[config.mk]
export PLATFORM = sky130hd
export DESIGN_NAME = adf_ctrl
export DESIGN_NICKNAME = d
export VERILOG_FILES = /design/src/adf_pkg.sv /design/src/adf_ctrl.sv
export SDC_FILE = /design/constraint.sdc
export NUM_CORES = 1
export LEC_CHECK = 0
export BUFFER_PORTS_ARGS = -buffer_cell sky130_fd_sc_hd__buf_2
export CAP_MARGIN = 20
export CORE_ASPECT_RATIO = 0.7
export CORE_UTILIZATION = 35
export CTS_CLUSTER_DIAMETER = 120
export DETAILED_ROUTE_END_ITERATION = 8
export PLACE_DENSITY = 0.52
export SLEW_MARGIN = 0
export SYNTH_ARGS = -nofsm -noshare
export SYNTH_HDL_FRONTEND = slang
export SYNTH_SLANG_ARGS = --single-unit
export TNS_END_PERCENT = 30
[constraint.sdc]
create_clock -name core_clk -period 4.95 [get_ports core_clk]
set_clock_uncertainty 0.1 [all_clocks]
set_input_delay 0 -clock core_clk [delete_from_list [all_inputs] [get_ports core_clk]]
set_output_delay 0 -clock core_clk [all_outputs]
set_load 0.01 [all_outputs]
[src/adf_pkg.sv]
// Behaviour
// Card mode: diagnostic only on selected drive
// True IDE: diagnostic ignores drive select bit
// True IDE master reports both devices' result
// Diagnostic leaves a documented code in error
// Flush finishes media writes before RDY/DSC
// Flush unsupported: abort command
// Format fills head/cylinder with fill pattern
// Format takes one sector buffer, discards it
// LBA format count from sector count, 0=256
// Host should avoid format track command
// Identify returns block as single-sector read
// Reserved identify bits and words read zero
// Format address from CHS or LBA fields
// Write class: BSY, then DRQ, then BSY clear
// Completion clears BSY and interrupts host
package adf_pkg;
	// Register byte offsets
	localparam logic [7:0] OFF_DATA = 8'h00;
	localparam logic [7:0] OFF_ERRFEAT = 8'h04;
	localparam logic [7:0] OFF_SCNT = 8'h08;
	localparam logic [7:0] OFF_SNUM = 8'h0C;
	localparam logic [7:0] OFF_CYLO = 8'h10;
	localparam logic [7:0] OFF_CYHI = 8'h14;
	localparam logic [7:0] OFF_DRVHEAD = 8'h18;
	localparam logic [7:0] OFF_STATCMD = 8'h1C;
	localparam logic [7:0] OFF_CTRL = 8'h20;
	// Status bits
	localparam int ST_BSY = 7;
	localparam int ST_RDY = 6;
	localparam int ST_DSC = 4;
	localparam int ST_DRQ = 3;
	localparam int ST_ERR = 0;
	// Drive/head fields
	localparam int DH_LBA = 6;
	localparam int DH_DRV = 4;
	// Control register bits
	localparam int CT_TRUEIDE = 0;
	localparam int CT_SLAVE = 1;
	localparam int CT_FLUSHEN = 2;
	localparam int CT_INTDIS = 3;
	localparam logic [3:0] CTRL_RST = 4'h4;
	// Command codes
	localparam logic [7:0] CMD_DIAG = 8'h90;
	localparam logic [7:0] CMD_FLUSH = 8'hE7;
	localparam logic [7:0] CMD_FORMAT = 8'h50;
	localparam logic [7:0] CMD_IDENT = 8'hEC;
	// Error register values
	localparam logic [7:0] ERR_ABRT = 8'h04;
	localparam logic [7:0] DIAG_OK = 8'h01;
	localparam logic [7:0] DIAG_SLAVE = 8'h80;
	// Sector geometry and buffering
	localparam logic [8:0] SECT_WORDS = 9'h100;
	localparam logic [8:0] TRACK_SECT = 9'h020;
	localparam int FIFO_W = 16;
	localparam int FIFO_D = 32;
	// Identify word 0, arbitrary value
	localparam logic [15:0] IDENT_W0 = 16'h0040;
	// Timing
	localparam int CLK_MHZ = 125;
	localparam int DRQ_MAX_US = 700;
	localparam int BSY_CLR_NS = 400;
	localparam int BSY_CLR_CYC = BSY_CLR_NS * CLK_MHZ / 1000;
endpackage

[src/adf_ctrl.sv]
`timescale 1ns/100ps
module adf_fifo #(
	parameter int W = 16,
	parameter int D = 32
) (
	input wire logic clk,
	input wire logic rst,
	input wire logic inVal,
	output logic inRdy,
	input wire logic [W-1:0] inData,
	output logic outVal,
	input wire logic outRdy,
	output logic [W-1:0] outData
);
	localparam int AW = $clog2(D);
	logic [W-1:0] mem [D];
	logic [AW:0] wp_q, rp_q;
	logic push, pop;

	// Pointers carry a wrap bit so full and empty differ
	assign inRdy = (wp_q - rp_q) != (AW+1)'(D);
	assign outVal = wp_q != rp_q;
	assign outData = mem[rp_q[AW-1:0]];
	assign push = inVal & inRdy;
	assign pop = outVal & outRdy;

	always_ff @(posedge clk) begin
		if (push) begin
			mem[wp_q[AW-1:0]] <= inData;
		end
	end

	always_ff @(posedge clk or posedge rst) begin
		if (rst) begin
			wp_q <= '0;
			rp_q <= '0;
		end else begin
			wp_q <= wp_q + (AW+1)'(push);
			rp_q <= rp_q + (AW+1)'(pop);
		end
	end
endmodule

module adf_ctrl #(
	parameter int DrqMaxCyc = adf_pkg::DRQ_MAX_US * adf_pkg::CLK_MHZ
) (
	input wire logic core_clk,
	input wire logic rst,
	input wire logic [7:0] paddr,
	input wire logic psel,
	input wire logic penable,
	input wire logic pwrite,
	input wire logic [31:0] pwdata,
	output logic [31:0] prdata,
	output logic pready,
	output logic pslverr,
	output logic intrq,
	input wire logic slaveDiagOkN,
	output logic flushReq,
	input wire logic flushDone,
	output logic fmtReq,
	input wire logic fmtDone,
	output logic fmtLba,
	output logic [27:0] fmtAddr,
	output logic [8:0] fmtCount
);
	import adf_pkg::*;

	typedef enum logic [5:0] {
		S_IDLE = 6'b000001,
		S_DIAG = 6'b000010,
		S_FLUSH = 6'b000100,
		S_FMTBUF = 6'b001000,
		S_FMTMED = 6'b010000,
		S_IDENT = 6'b100000
	} adf_state_t;

	adf_state_t st_q;
	logic [7:0] feat_q, scnt_q, snum_q, cylo_q, cyhi_q, dh_q, err_q;
	logic [3:0] ctrl_q;
	logic bsy_q, drq_q, errSt_q, done_q;
	logic [8:0] genCnt_q, xfer_q;
	logic sync1_q, sync2_q;
	logic acc, isData, go, cmdWr, selected, slaveBad;
	logic pushApb, popApb, drain, fifoInVal, fifoInRdy;
	logic fifoOutVal, fifoOutRdy, genVal;
	logic [15:0] fifoInData, fifoOutData, genWord;

	// Slave's diagnostic pin crosses in through two flops
	always_ff @(posedge core_clk or posedge rst) begin
		if (rst) begin
			sync1_q <= 1'b1;
			sync2_q <= 1'b1;
		end else begin
			sync1_q <= slaveDiagOkN;
			sync2_q <= sync1_q;
		end
	end
	assign slaveBad = sync2_q;

	// Bus decode; data writes stall on a full FIFO in format, reads on an empty one in identify
	assign acc = psel & penable & ~pready;
	assign isData = paddr == OFF_DATA;
	assign go = acc & (~isData | (pwrite ?
		(st_q != S_FMTBUF | fifoInRdy) :
		(st_q != S_IDENT | fifoOutVal)));
	assign cmdWr = go & pwrite & (paddr == OFF_STATCMD);
	assign selected = dh_q[DH_DRV] == ctrl_q[CT_SLAVE];
	assign pushApb = go & pwrite & isData & st_q == S_FMTBUF;
	assign popApb = go & ~pwrite & isData & st_q == S_IDENT;
	assign drain = st_q == S_FMTBUF & drq_q;

	// Identify block: only word 0 carries data
	assign genWord = (genCnt_q == 9'h000) ? IDENT_W0 : 16'h0000;
	assign genVal = st_q == S_IDENT & ~genCnt_q[8];
	assign fifoInVal = (st_q == S_IDENT) ? genVal : pushApb;
	assign fifoInData = (st_q == S_IDENT) ? genWord : pwdata[15:0];
	// Format data is popped and thrown away
	assign fifoOutRdy = (st_q == S_IDENT) ? popApb : drain;

	adf_fifo #(
		.W(FIFO_W),
		.D(FIFO_D)
	) u_fifo (
		.clk(core_clk),
		.rst(rst),
		.inVal(fifoInVal),
		.inRdy(fifoInRdy),
		.inData(fifoInData),
		.outVal(fifoOutVal),
		.outRdy(fifoOutRdy),
		.outData(fifoOutData)
	);

	// Host-written task file and control bits
	always_ff @(posedge core_clk or posedge rst) begin
		if (rst) begin
			feat_q <= 8'h00;
			scnt_q <= 8'h01;
			snum_q <= 8'h01;
			cylo_q <= 8'h00;
			cyhi_q <= 8'h00;
			dh_q <= 8'h00;
			ctrl_q <= CTRL_RST;
		end else if (go & pwrite) begin
			case (paddr)
				OFF_ERRFEAT: feat_q <= pwdata[7:0];
				OFF_SCNT: scnt_q <= pwdata[7:0];
				OFF_SNUM: snum_q <= pwdata[7:0];
				OFF_CYLO: cylo_q <= pwdata[7:0];
				OFF_CYHI: cyhi_q <= pwdata[7:0];
				OFF_DRVHEAD: dh_q <= pwdata[7:0];
				OFF_CTRL: ctrl_q <= pwdata[3:0];
				default: ;
			endcase
		end
	end

	// Answer after one wait cycle; unmapped offsets error
	always_ff @(posedge core_clk or posedge rst) begin
		if (rst) begin
			pready <= 1'b0;
			pslverr <= 1'b0;
			prdata <= 32'h0000_0000;
		end else begin
			pready <= go;
			pslverr <= go & (paddr > OFF_CTRL | paddr[1:0] != 2'b00);
			prdata <= 32'h0000_0000;
			if (go & ~pwrite) begin
				case (paddr)
					OFF_DATA: prdata[15:0] <= popApb ? fifoOutData : 16'h0000;
					OFF_ERRFEAT: prdata[7:0] <= err_q;
					OFF_SCNT: prdata[7:0] <= scnt_q;
					OFF_SNUM: prdata[7:0] <= snum_q;
					OFF_CYLO: prdata[7:0] <= cylo_q;
					OFF_CYHI: prdata[7:0] <= cyhi_q;
					OFF_DRVHEAD: prdata[7:0] <= dh_q;
					OFF_STATCMD: prdata[7:0] <= {bsy_q, ~bsy_q, 1'b0,
						~bsy_q, drq_q, 2'b00, errSt_q};
					OFF_CTRL: prdata[3:0] <= ctrl_q;
					default: ;
				endcase
			end
		end
	end

	// Command sequencer
	always_ff @(posedge core_clk or posedge rst) begin
		if (rst) begin
			st_q <= S_IDLE;
			bsy_q <= 1'b0;
			drq_q <= 1'b0;
			errSt_q <= 1'b0;
			err_q <= DIAG_OK;
			done_q <= 1'b0;
			flushReq <= 1'b0;
			fmtReq <= 1'b0;
			fmtLba <= 1'b0;
			fmtAddr <= 28'h000_0000;
			fmtCount <= 9'h000;
			genCnt_q <= 9'h000;
			xfer_q <= 9'h000;
		end else begin
			done_q <= 1'b0;
			case (st_q)
				S_IDLE: begin
					if (cmdWr & (selected | (ctrl_q[CT_TRUEIDE] &
						pwdata[7:0] == CMD_DIAG))) begin
						bsy_q <= 1'b1;
						drq_q <= 1'b0;
						errSt_q <= 1'b0;
						err_q <= 8'h00;
						genCnt_q <= 9'h000;
						xfer_q <= 9'h000;
						case (pwdata[7:0])
							CMD_DIAG: st_q <= S_DIAG;
							CMD_FLUSH: begin
								if (ctrl_q[CT_FLUSHEN]) begin
									st_q <= S_FLUSH;
									flushReq <= 1'b1;
								end else begin
									err_q <= ERR_ABRT;
									errSt_q <= 1'b1;
									bsy_q <= 1'b0;
									done_q <= 1'b1;
								end
							end
							CMD_FORMAT: begin
								st_q <= S_FMTBUF;
								fmtLba <= dh_q[DH_LBA];
								// Start address from LBA or CHS
								fmtAddr <= dh_q[DH_LBA] ?
									{dh_q[3:0], cyhi_q, cylo_q, 8'h00} :
									{cyhi_q, cylo_q, dh_q[3:0], 8'h00};
								// LBA zero count means 256; CHS uses TRACK_SECT
								fmtCount <= !dh_q[DH_LBA] ? TRACK_SECT :
									(scnt_q == 8'h00) ? SECT_WORDS :
									{1'b0, scnt_q};
							end
							CMD_IDENT: st_q <= S_IDENT;
							default: begin
								err_q <= ERR_ABRT;
								errSt_q <= 1'b1;
								bsy_q <= 1'b0;
								done_q <= 1'b1;
							end
						endcase
					end
				end
				S_DIAG: begin
					// Master folds in the slave's result
					err_q <= (ctrl_q[CT_TRUEIDE] & ~ctrl_q[CT_SLAVE] &
						slaveBad) ? (DIAG_SLAVE | DIAG_OK) : DIAG_OK;
					bsy_q <= 1'b0;
					done_q <= 1'b1;
					st_q <= S_IDLE;
				end
				S_FLUSH: begin
					// Hold busy until the media reports the cache empty
					if (flushDone) begin
						flushReq <= 1'b0;
						bsy_q <= 1'b0;
						done_q <= 1'b1;
						st_q <= S_IDLE;
					end
				end
				S_FMTBUF: begin
					if (!drq_q) begin
						drq_q <= 1'b1;
						bsy_q <= 1'b0;
					end else if (fifoOutVal) begin
						xfer_q <= xfer_q + 9'h001;
						if (xfer_q == SECT_WORDS - 9'h001) begin
							drq_q <= 1'b0;
							bsy_q <= 1'b1;
							fmtReq <= 1'b1;
							st_q <= S_FMTMED;
						end
					end
				end
				S_FMTMED: begin
					if (fmtDone) begin
						fmtReq <= 1'b0;
						bsy_q <= 1'b0;
						done_q <= 1'b1;
						st_q <= S_IDLE;
					end
				end
				S_IDENT: begin
					// Read-sector style: DRQ once data sits in the buffer
					if (genVal & fifoInRdy) begin
						genCnt_q <= genCnt_q + 9'h001;
					end
					if (!drq_q & fifoOutVal) begin
						drq_q <= 1'b1;
						bsy_q <= 1'b0;
					end
					if (popApb) begin
						xfer_q <= xfer_q + 9'h001;
						if (xfer_q == SECT_WORDS - 9'h001) begin
							drq_q <= 1'b0;
							done_q <= 1'b1;
							st_q <= S_IDLE;
						end
					end
				end
				default: st_q <= S_IDLE;
			endcase
		end
	end

	// Completion interrupt; a new event beats the clear
	always_ff @(posedge core_clk or posedge rst) begin
		if (rst) begin
			intrq <= 1'b0;
		end else if (done_q & ~ctrl_q[CT_INTDIS]) begin
			intrq <= 1'b1;
		end else if (cmdWr | (go & ~pwrite & paddr == OFF_STATCMD)) begin
			intrq <= 1'b0;
		end
	end

	// Helper: cycles spent waiting for DRQ in format
	logic [31:0] wait_q;
	always_ff @(posedge core_clk or posedge rst) begin
		if (rst) begin
			wait_q <= 32'h0000_0000;
		end else begin
			wait_q <= (st_q == S_FMTBUF & ~drq_q) ? wait_q + 32'h0000_0001 :
				32'h0000_0000;
		end
	end

	AST_DIAG_CARD: assert property (@(posedge core_clk) disable iff (rst)
		st_q == S_IDLE & cmdWr & pwdata[7:0] == CMD_DIAG &
		~ctrl_q[CT_TRUEIDE] & ~selected |=> st_q == S_IDLE & ~bsy_q)
		else $error("diagnostic ran on unselected card");
	AST_DIAG_IDE: assert property (@(posedge core_clk) disable iff (rst)
		st_q == S_IDLE & cmdWr & pwdata[7:0] == CMD_DIAG &
		ctrl_q[CT_TRUEIDE] |=> st_q == S_DIAG ##1 done_q)
		else $error("diagnostic not run in true IDE");
	AST_DIAG_MASTER: assert property (@(posedge core_clk) disable iff (rst)
		st_q == S_DIAG & ctrl_q[CT_TRUEIDE] & ~ctrl_q[CT_SLAVE] & slaveBad
		|=> err_q == 8'h81)
		else $error("master lost slave diagnostic");
	AST_DIAG_CODE: assert property (@(posedge core_clk) disable iff (rst)
		st_q == S_DIAG |=> err_q == 8'h01 || err_q == 8'h81)
		else $error("bad diagnostic code");
	AST_FLUSH_HOLD: assert property (@(posedge core_clk) disable iff (rst)
		st_q == S_FLUSH & ~flushDone |=> bsy_q & flushReq)
		else $error("flush released before media done");
	AST_FLUSH_ABORT: assert property (@(posedge core_clk) disable iff (rst)
		st_q == S_IDLE & cmdWr & selected & pwdata[7:0] == CMD_FLUSH &
		~ctrl_q[CT_FLUSHEN] |=> err_q == ERR_ABRT & errSt_q & ~bsy_q)
		else $error("unsupported flush not aborted");
	AST_FMT_DISCARD: assert property (@(posedge core_clk) disable iff (rst)
		$rose(fmtReq) |-> ~fifoOutVal & xfer_q == SECT_WORDS)
		else $error("format buffer not fully taken");
	AST_FMT_COUNT: assert property (@(posedge core_clk) disable iff (rst)
		$rose(fmtReq) & fmtLba |-> fmtCount ==
		(scnt_q == 8'h00 ? 9'h100 : {1'b0, scnt_q}))
		else $error("format count wrong");
	AST_FMT_ADDR: assert property (@(posedge core_clk) disable iff (rst)
		$rose(fmtReq) |-> fmtAddr[19:8] == (fmtLba ?
		{cyhi_q[3:0], cylo_q} : {cylo_q, dh_q[3:0]}))
		else $error("format address wrong");
	AST_FMT_DRQ: assert property (@(posedge core_clk) disable iff (rst)
		st_q == S_IDLE & cmdWr & selected & pwdata[7:0] == CMD_FORMAT
		|=> bsy_q ##1 drq_q & ~bsy_q)
		else $error("format DRQ sequence wrong");
	AST_DRQ_LIMIT: assert property (@(posedge core_clk) disable iff (rst)
		wait_q < DrqMaxCyc && wait_q < BSY_CLR_CYC)
		else $error("DRQ late");
	AST_IDENT_ZERO: assert property (@(posedge core_clk) disable iff (rst)
		popApb & xfer_q != 9'h000 |=> prdata == 32'h0000_0000)
		else $error("reserved identify word not zero");
	AST_DONE_IRQ: assert property (@(posedge core_clk) disable iff (rst)
		done_q & ~ctrl_q[CT_INTDIS] |=> intrq & ~bsy_q)
		else $error("completion interrupt missing");
endmodule

# Word level (Yosys, flattened, before mapping)
# Memory sizes are Yosys's and may differ from the RTL's.
# Index checks and enable logic that the tools add are counted.
word_totals:
  n_memories: 1
  ff_bits: 153
  ramBits: 512
  wordCells: 211
  inputBits: 48
  output_inout_bits: 75
memory_table:
  columns: ["name", "depth", "word_bits", "rd", "rd_ports_with_merged_regs", "wr", "line", "rtl"]
  rows:
  - ["u_fifo.mem", 32, 16, 1, 0, 1, "adf_ctrl.sv:16", "logic [W-1:0] mem [D];"]
op_classes:
  add_sub_neg: 5
  bitwise_logic: 36
  n_eq_ne: 40
  reduce_logical: 29
  magnitude_cmp: 1
  n_mux: 72
op_table:
  columns: ["operator", "n"]
  rows:
  - ["9-bit two-way mux", 7]
  - ["6-bit two-way mux", 9]
  - ["16-bit two-way mux", 3]
  - ["4-bit one-hot mux with 9 select lines", 1]
  - ["8-bit by 5-bit equality test with 1-bit output (second input constant)", 4]
  - ["1-bit two-way mux", 32]
  - ["4-bit one-hot mux with 8 select lines", 1]
  - ["6-bit one-hot mux with 5 select lines", 1]
  - ["28-bit two-way mux", 1]
  - ["9-bit one-hot mux with 3 select lines", 1]
  - ["8-bit equality test (second input constant)", 3]
  - ["8-bit two-way mux", 3]
  - ["6-bit one-hot mux with 4 select lines", 1]
  - ["1-bit bitwise AND", 23]
  - ["9-bit by 1-bit adder with 9-bit output (second input constant)", 2]
  - ["9-bit one-hot mux with 2 select lines", 1]
  - ["2-bit AND reduction", 9]
  - ["8-bit by 4-bit equality test with 1-bit output (second input constant)", 2]
  - ["8-bit logical NOT", 2]
  - ["2-bit != test (second input constant)", 8]
  - ["8-bit one-hot mux with 2 select lines", 1]
  - ["5-bit AND reduction", 3]
  - ["6-bit by 1-bit adder with 6-bit output", 2]
  - ["6-bit != test (second input constant)", 2]
  - ["36 further kinds", 61]

# Longest topological paths before layout
logic_depth:
  word_depth: 13
  depth_mapped: 16
  ltp_nobuf: 13

# Modules after synthesis
# A second synthesis with hierarchy kept.
unflattened:
  hier_cells: 1733
  area_unflattened_um2: 27176.1
by_module_without_submodules:
  columns: ["mod", "seq_area_each_um2", "area_each_um2", "cells_each", "n_inst"]
  rows:
  - ["adf_fifo", 15675.0, 20601.0, 1094, 1]
  - ["adf_ctrl", 3211.8, 6575.1, 639, 1]

# Worst setup path before layout
# OpenSTA, ideal clock, no wires.
synth_path:
  path_kind: "flip-flop to flip-flop"
  startpoint: "register u_fifo.rp_q[1]"
  endpoint: "memory u_fifo.mem[14][0], enable pin"
  t_required_ns: 4.462
  setup_slack_ns: 1.122
  synth_period_minus_slack_ns: 3.828
  path_stages_with_launch: 12
  setup_time_ns: 0.388
  n_path_buf: 2
  arrival_ns: 3.339
  path_cell_list: "dfrtp_1 clkbuf_1 clkbuf_1 inv_1 ha_1 or2_2 o221ai_1 a2bb2o_1 a21oi_1 o31a_1 nand3_1 nor2_1"
synth_between:
  elab_chain_len: 13
  elab_cells_between_ends: 15
  cone_classes: "1 x add/sub; 2 x eq/ne; 4 x mux; 8 x bitwise"
synth_lines:
  columns: ["item", "line", "rtl"]
  rows:
  - ["start, declared", "adf_ctrl.sv:17", "logic [AW:0] wp_q, rp_q;"]
  - ["start signal, assigned", "adf_ctrl.sv:39", "rp_q <= rp_q + (AW+1)'(pop);"]
  - ["6-bit subtractor", "adf_ctrl.sv:21", "assign inRdy = (wp_q - rp_q) != (AW+1)'(D);"]
  - ["6-bit != test", "adf_ctrl.sv:21", null]
  - ["1-bit bitwise OR", "adf_ctrl.sv:105", "(st_q != S_FMTBUF | fifoInRdy) :"]
  - ["1-bit two-way mux", "adf_ctrl.sv:104", "assign go = acc & (~isData | (pwrite ?"]
  - ["1-bit bitwise OR", "adf_ctrl.sv:104", null]
  - ["1-bit bitwise AND", "adf_ctrl.sv:104", null]
  - ["1-bit bitwise AND (3 in series)", "adf_ctrl.sv:109", "assign pushApb = go & pwrite & isData & st_q == S_FMTBUF;"]
  - ["1-bit two-way mux", "adf_ctrl.sv:116", "assign fifoInVal = (st_q == S_IDENT) ? genVal : pushApb;"]
  - ["1-bit bitwise AND *", "adf_ctrl.sv:24", "assign push = inVal & inRdy;"]
  - ["1-bit two-way mux *", "adf_ctrl.sv:28", "if (push) begin"]
  - ["1-bit two-way mux (implied by the code) *", "adf_ctrl.sv:29", "mem[wp_q[AW-1:0]] <= inData;"]
  - ["end, declared", "adf_ctrl.sv:16", null]
# Every way passes the cells marked *; elsewhere a longest branch is shown, timed or not.

# Worst setup path after layout
layout_path:
  startpoint: "register u_fifo.rp_q[1]"
  endpoint: "register prdata[3]"
layout_between:
  elab_chain_len: 12
  elab_cells_between_ends: 15
  cone_classes: "1 x add/sub; 2 x eq/ne; 4 x mux; 7 x bitwise; 1 x memory"
layout_lines:
  columns: ["item", "line", "rtl"]
  rows:
  - ["6-bit subtractor", "adf_ctrl.sv:21", null]
  - ["6-bit != test", "adf_ctrl.sv:21", null]
  - ["1-bit bitwise OR", "adf_ctrl.sv:105", null]
  - ["1-bit two-way mux", "adf_ctrl.sv:104", null]
  - ["1-bit bitwise OR", "adf_ctrl.sv:104", null]
  - ["1-bit bitwise AND", "adf_ctrl.sv:104", null]
  - ["1-bit bitwise AND", "adf_ctrl.sv:110, adf_ctrl.sv:169", null]
  - ["1-bit bitwise AND (2 in series)", "adf_ctrl.sv:110", "assign popApb = go & ~pwrite & isData & st_q == S_IDENT;"]
  - ["16-bit two-way mux", "adf_ctrl.sv:171", "OFF_DATA: prdata[15:0] <= popApb ? fifoOutData : 16'h0000;"]
  - ["4-bit one-hot mux with 9 select lines", "adf_ctrl.sv:170", "case (paddr)"]
  - ["16-bit two-way mux *", "adf_ctrl.sv:169", "if (go & ~pwrite) begin"]
  - ["end signal, assigned", "adf_ctrl.sv:171", null]
  - ["end signal, assigned", "adf_ctrl.sv:172", "OFF_ERRFEAT: prdata[7:0] <= err_q;"]
  - ["end signal, assigned", "adf_ctrl.sv:173", "OFF_SCNT: prdata[7:0] <= scnt_q;"]
  - ["end, declared", "adf_ctrl.sv:54", "output logic [31:0] prdata,"]
# Marks and branches as above.
# A chain may end at the register's enable or synchronous reset.

==> impl_metrics.ini <==
[outcome]
status = completed

[global_routing]
first_global_vias = 14050
grt_max_degree = 80
grt_overflow = 0
grt_use_total = 0.1664
grt_pass1_wl_um = 94570
grt_antenna_before_repair = 1

[clocking]
clock_latency_ns = 0.61
cts_root_buffer = clkbuf_16
tritoncts = done
post_cts_resized = 0
cts_buffers = 68
htree_num_levels = 3
cts_buffer_depth = 3
cts_sinks = 652
clk_pin_slew_ns = 0.06
cts_setup_buffers = 0

[cells_and_area]
nets = 1726
final_layout_size_suffix_gt1_frac = 0.3073
area_growth_syn_to_layout_pct = 17.14
antennaDiodeCount = 0
fin_util = 0.4158

[pwr]
pwr-share-comb = 0.019
leakage_uw = 0.01085
power.density_nw_per_um2 = 358.3
p_seq_frac = 0.529
ir_worst_vdd_uv = 221.0
switching_share = 0.2079
switchingPower_uw = 2330
p_total_uw = 11210
internal-power_uw = 8879
clockPowerShare = 0.452

[synthesis]
syn_area_um2 = 26710
synth_cell_types = 76
synth_most_common_cell = edfxtp_1
async_reset_ff_frac = 0.2147
synth_fa_ha_area_frac = 0.006090
ys_ff_latch = 652
yosysTopAreaCell = edfxtp_1
synth-compound-area-share = 0.03050
avgSynthCellArea_um2 = 18.00
yosys.area_share.simple = 0.05898
synth_edf_count = 512
yosys_warnings = 0
yosysTopAreaCellShare = 0.5756
synth_top_family_by_area = multiplexers
synth_top_cells_by_area = edfxtp_1 58%, mux4_2 13%, dfrtp_1 12%
muxShareOfSynthArea = 0.1692
synth_flop_cell = edfxtp_1
synth_commonest_cells = 512 x edfxtp_1, 160 x mux4_2, 133 x dfrtp_1
synth_xor_area_frac = 0.006886
synth-seq-area-share = 0.7071
syn_inst = 1484

[critical_path]
arrival_ns = 4.73
critPathMaxFanout = 69
cp_slowest_cell = buf_4
path_cells = buf_4 > buf_4 > mux4_2 > mux4_2 > a22oi_1 > a31oi_1 > dlygate4sd3_1
cp_top_family = buffers and inverters
cp-end-kind = flop
max_stage_delay_ns = 0.89
critPathKind = reg2reg
crit_buf_inv = 3
crit_required_ns = 5.34
startpoint_type = flop

[floorplanning]
dieHeight_um = 233.1
die_area_um2 = 77440
std_cell_rows = 84
start_util = 0.3549
ios = 123
die_x_um = 332.2
core_um2 = 75250

[sta]
slew_viol_final = 0
fmax_mhz = 230.4
slew_headroom = 0.2676
period_share = 0.8768
rsz0062_at_grt = no
worst_pin_slew_ns = 1.099
finalSetupTns_ns = 0
finalSetupViolations = 0
min_period_ns = 4.340
hold_viol = 0

[drt]
viasPerCell = 5.297
route.vias.total = 14340
antenna_left = 0
avgRoutedWirePerCell_um = 23.70
drt_first_pass_iters = 5
drtIter0Drc = 1382
drc_errors = 0
totalWireLength_um = 64170

[placed_design]
gp_congestion = 0.8062
port_buffers = 82
dp_hpwl_um = 39550

[min_path]
hp-class = in2reg

[run]
max_cap_viol_count = 0
cell usage in the layout, fill, tap and decap left out, types with 18 or more instances in the layout:
cell type	netlist	final
dlygate4sd3_1	0	37
and2_1	18	18
clkbuf_16	0	68
dfrtp_1	133	130
conb_1	1	24
a21oi_1	31	31
nor2_2	1	29
o21ai_0	53	53
mux2_2	56	56
mux4_2	160	160
nand3_1	28	28
nand2_1	92	91
buf_4	25	52
edfxtp_1	512	512
nor2_1	74	46
mux2i_1	27	27
buf_2	9	82
path summary, 6_finish.rpt:
check	startpoint	to	slack, ns	depth (start not counted)
hold reg to reg	sync1_q$_DFF_PP1_	slaveBad$_DFF_PP1_	0.26	0
min in group asynchronous	rst	fmtCount[1]$_DFFE_PP0P_	0.59	4
hold / removal	penable	prdata[7]$_DFF_PP0_	0.05	5
setup / recovery	u_fifo.rp_q[1]$_DFF_PP0_	prdata[3]$_DFF_PP0_	0.61	7
setup reg to reg	u_fifo.rp_q[1]$_DFF_PP0_	prdata[3]$_DFF_PP0_	0.61	7
max in group asynchronous	rst	genCnt_q[2]$_DFFE_PP0P_	3.10	5
through the flow:
step,instances,instance area [µm²],setup slack [ns],hold WS (ns)
floorplan,1507,26800,1.109,-0.09552
global placement,2535,28500,1.022,0.006170
detailed placement,2535,28500,0.9827,0.006484
CTS,2689,31010,0.5266,0.01206
global route,2707,31290,0.4522,0.07838
finish,2707,31290,0.6098,0.05404
kinds of logic after synthesis:
family	Yosys count
flops	652
simple gates	303
mux	244
compound gates	134
buf+inv	116
xor+xnor	21
fa+ha+maj	13
other cells	1
layer usage:
metal  vias to the layer above  part of all wire  wire length, µm  track usage
li1                       6203                 -                -            -
met1                      7645              0.49            31580       0.2632
met2                       398              0.43            27430       0.2314
met3                        92             0.059             3755      0.03030
met4                         0             0.022             1402      0.04586
met5                         -                 0                0            0
power by group through the flow:
| stage | clock (µW) | sequential [µW] | combinational (µW) |
|---|---|---|---|
| 6_report | 5060 | 5930 | 218 |
| 5_1_grt | 5390 | 5920 | 239 |
| 4_1_cts | 5190 | 5930 | 197 |
| 3_5_place_dp | 0 | 6040 | 181 |
| 3_3_place_gp | 0 | 6040 | 173 |
| 2_1_floorplan | 0 | 6040 | 110 |
worst register-to-register path, delay by kind of cell (launching register included):
family	cells	cell delay (ns)
flip-flops	1	0.40
buffers and inverters	3	2.29
multiplexers	2	1.04
AO/OA/AOI/OAI	2	0.40
repair_timing:
| item | CTS | global route |
|---|---|---|
| hold buffers | 31 | 6 |
| endpoints found under the setup margin | 0 | 0 |
| hold endpoints to repair | 212 | 66 |
area by class of cell:
type / count / area [µm²]
Clock inverter: 42 / 437.9
Tap cell: 989 / 1237
Timing Repair Buffer: 187 / 1469
Sequential cell: 652 / 18900
Fill cell: 6737 / 43960
Multi-Input combinational cell: 739 / 7418
Clock buffer: 81 / 1760
Inverter: 17 / 68.82
sequential cells by signal (all words and copies together), names as in the netlist, 3 cells and up:
name / count
st_q: 6
prdata: 16
err_q: 3
u_fifo.mem: 512
fmtCount: 9
scnt_q: 8
genCnt_q: 9
u_fifo.wp_q: 6
ctrl_q: 4
xfer_q: 9
cyhi_q: 8
fmtAddr: 20
cylo_q: 8
snum_q: 8
dh_q: 8
u_fifo.rp_q: 6
Note: power is estimated with default switching activity, not from simulation.
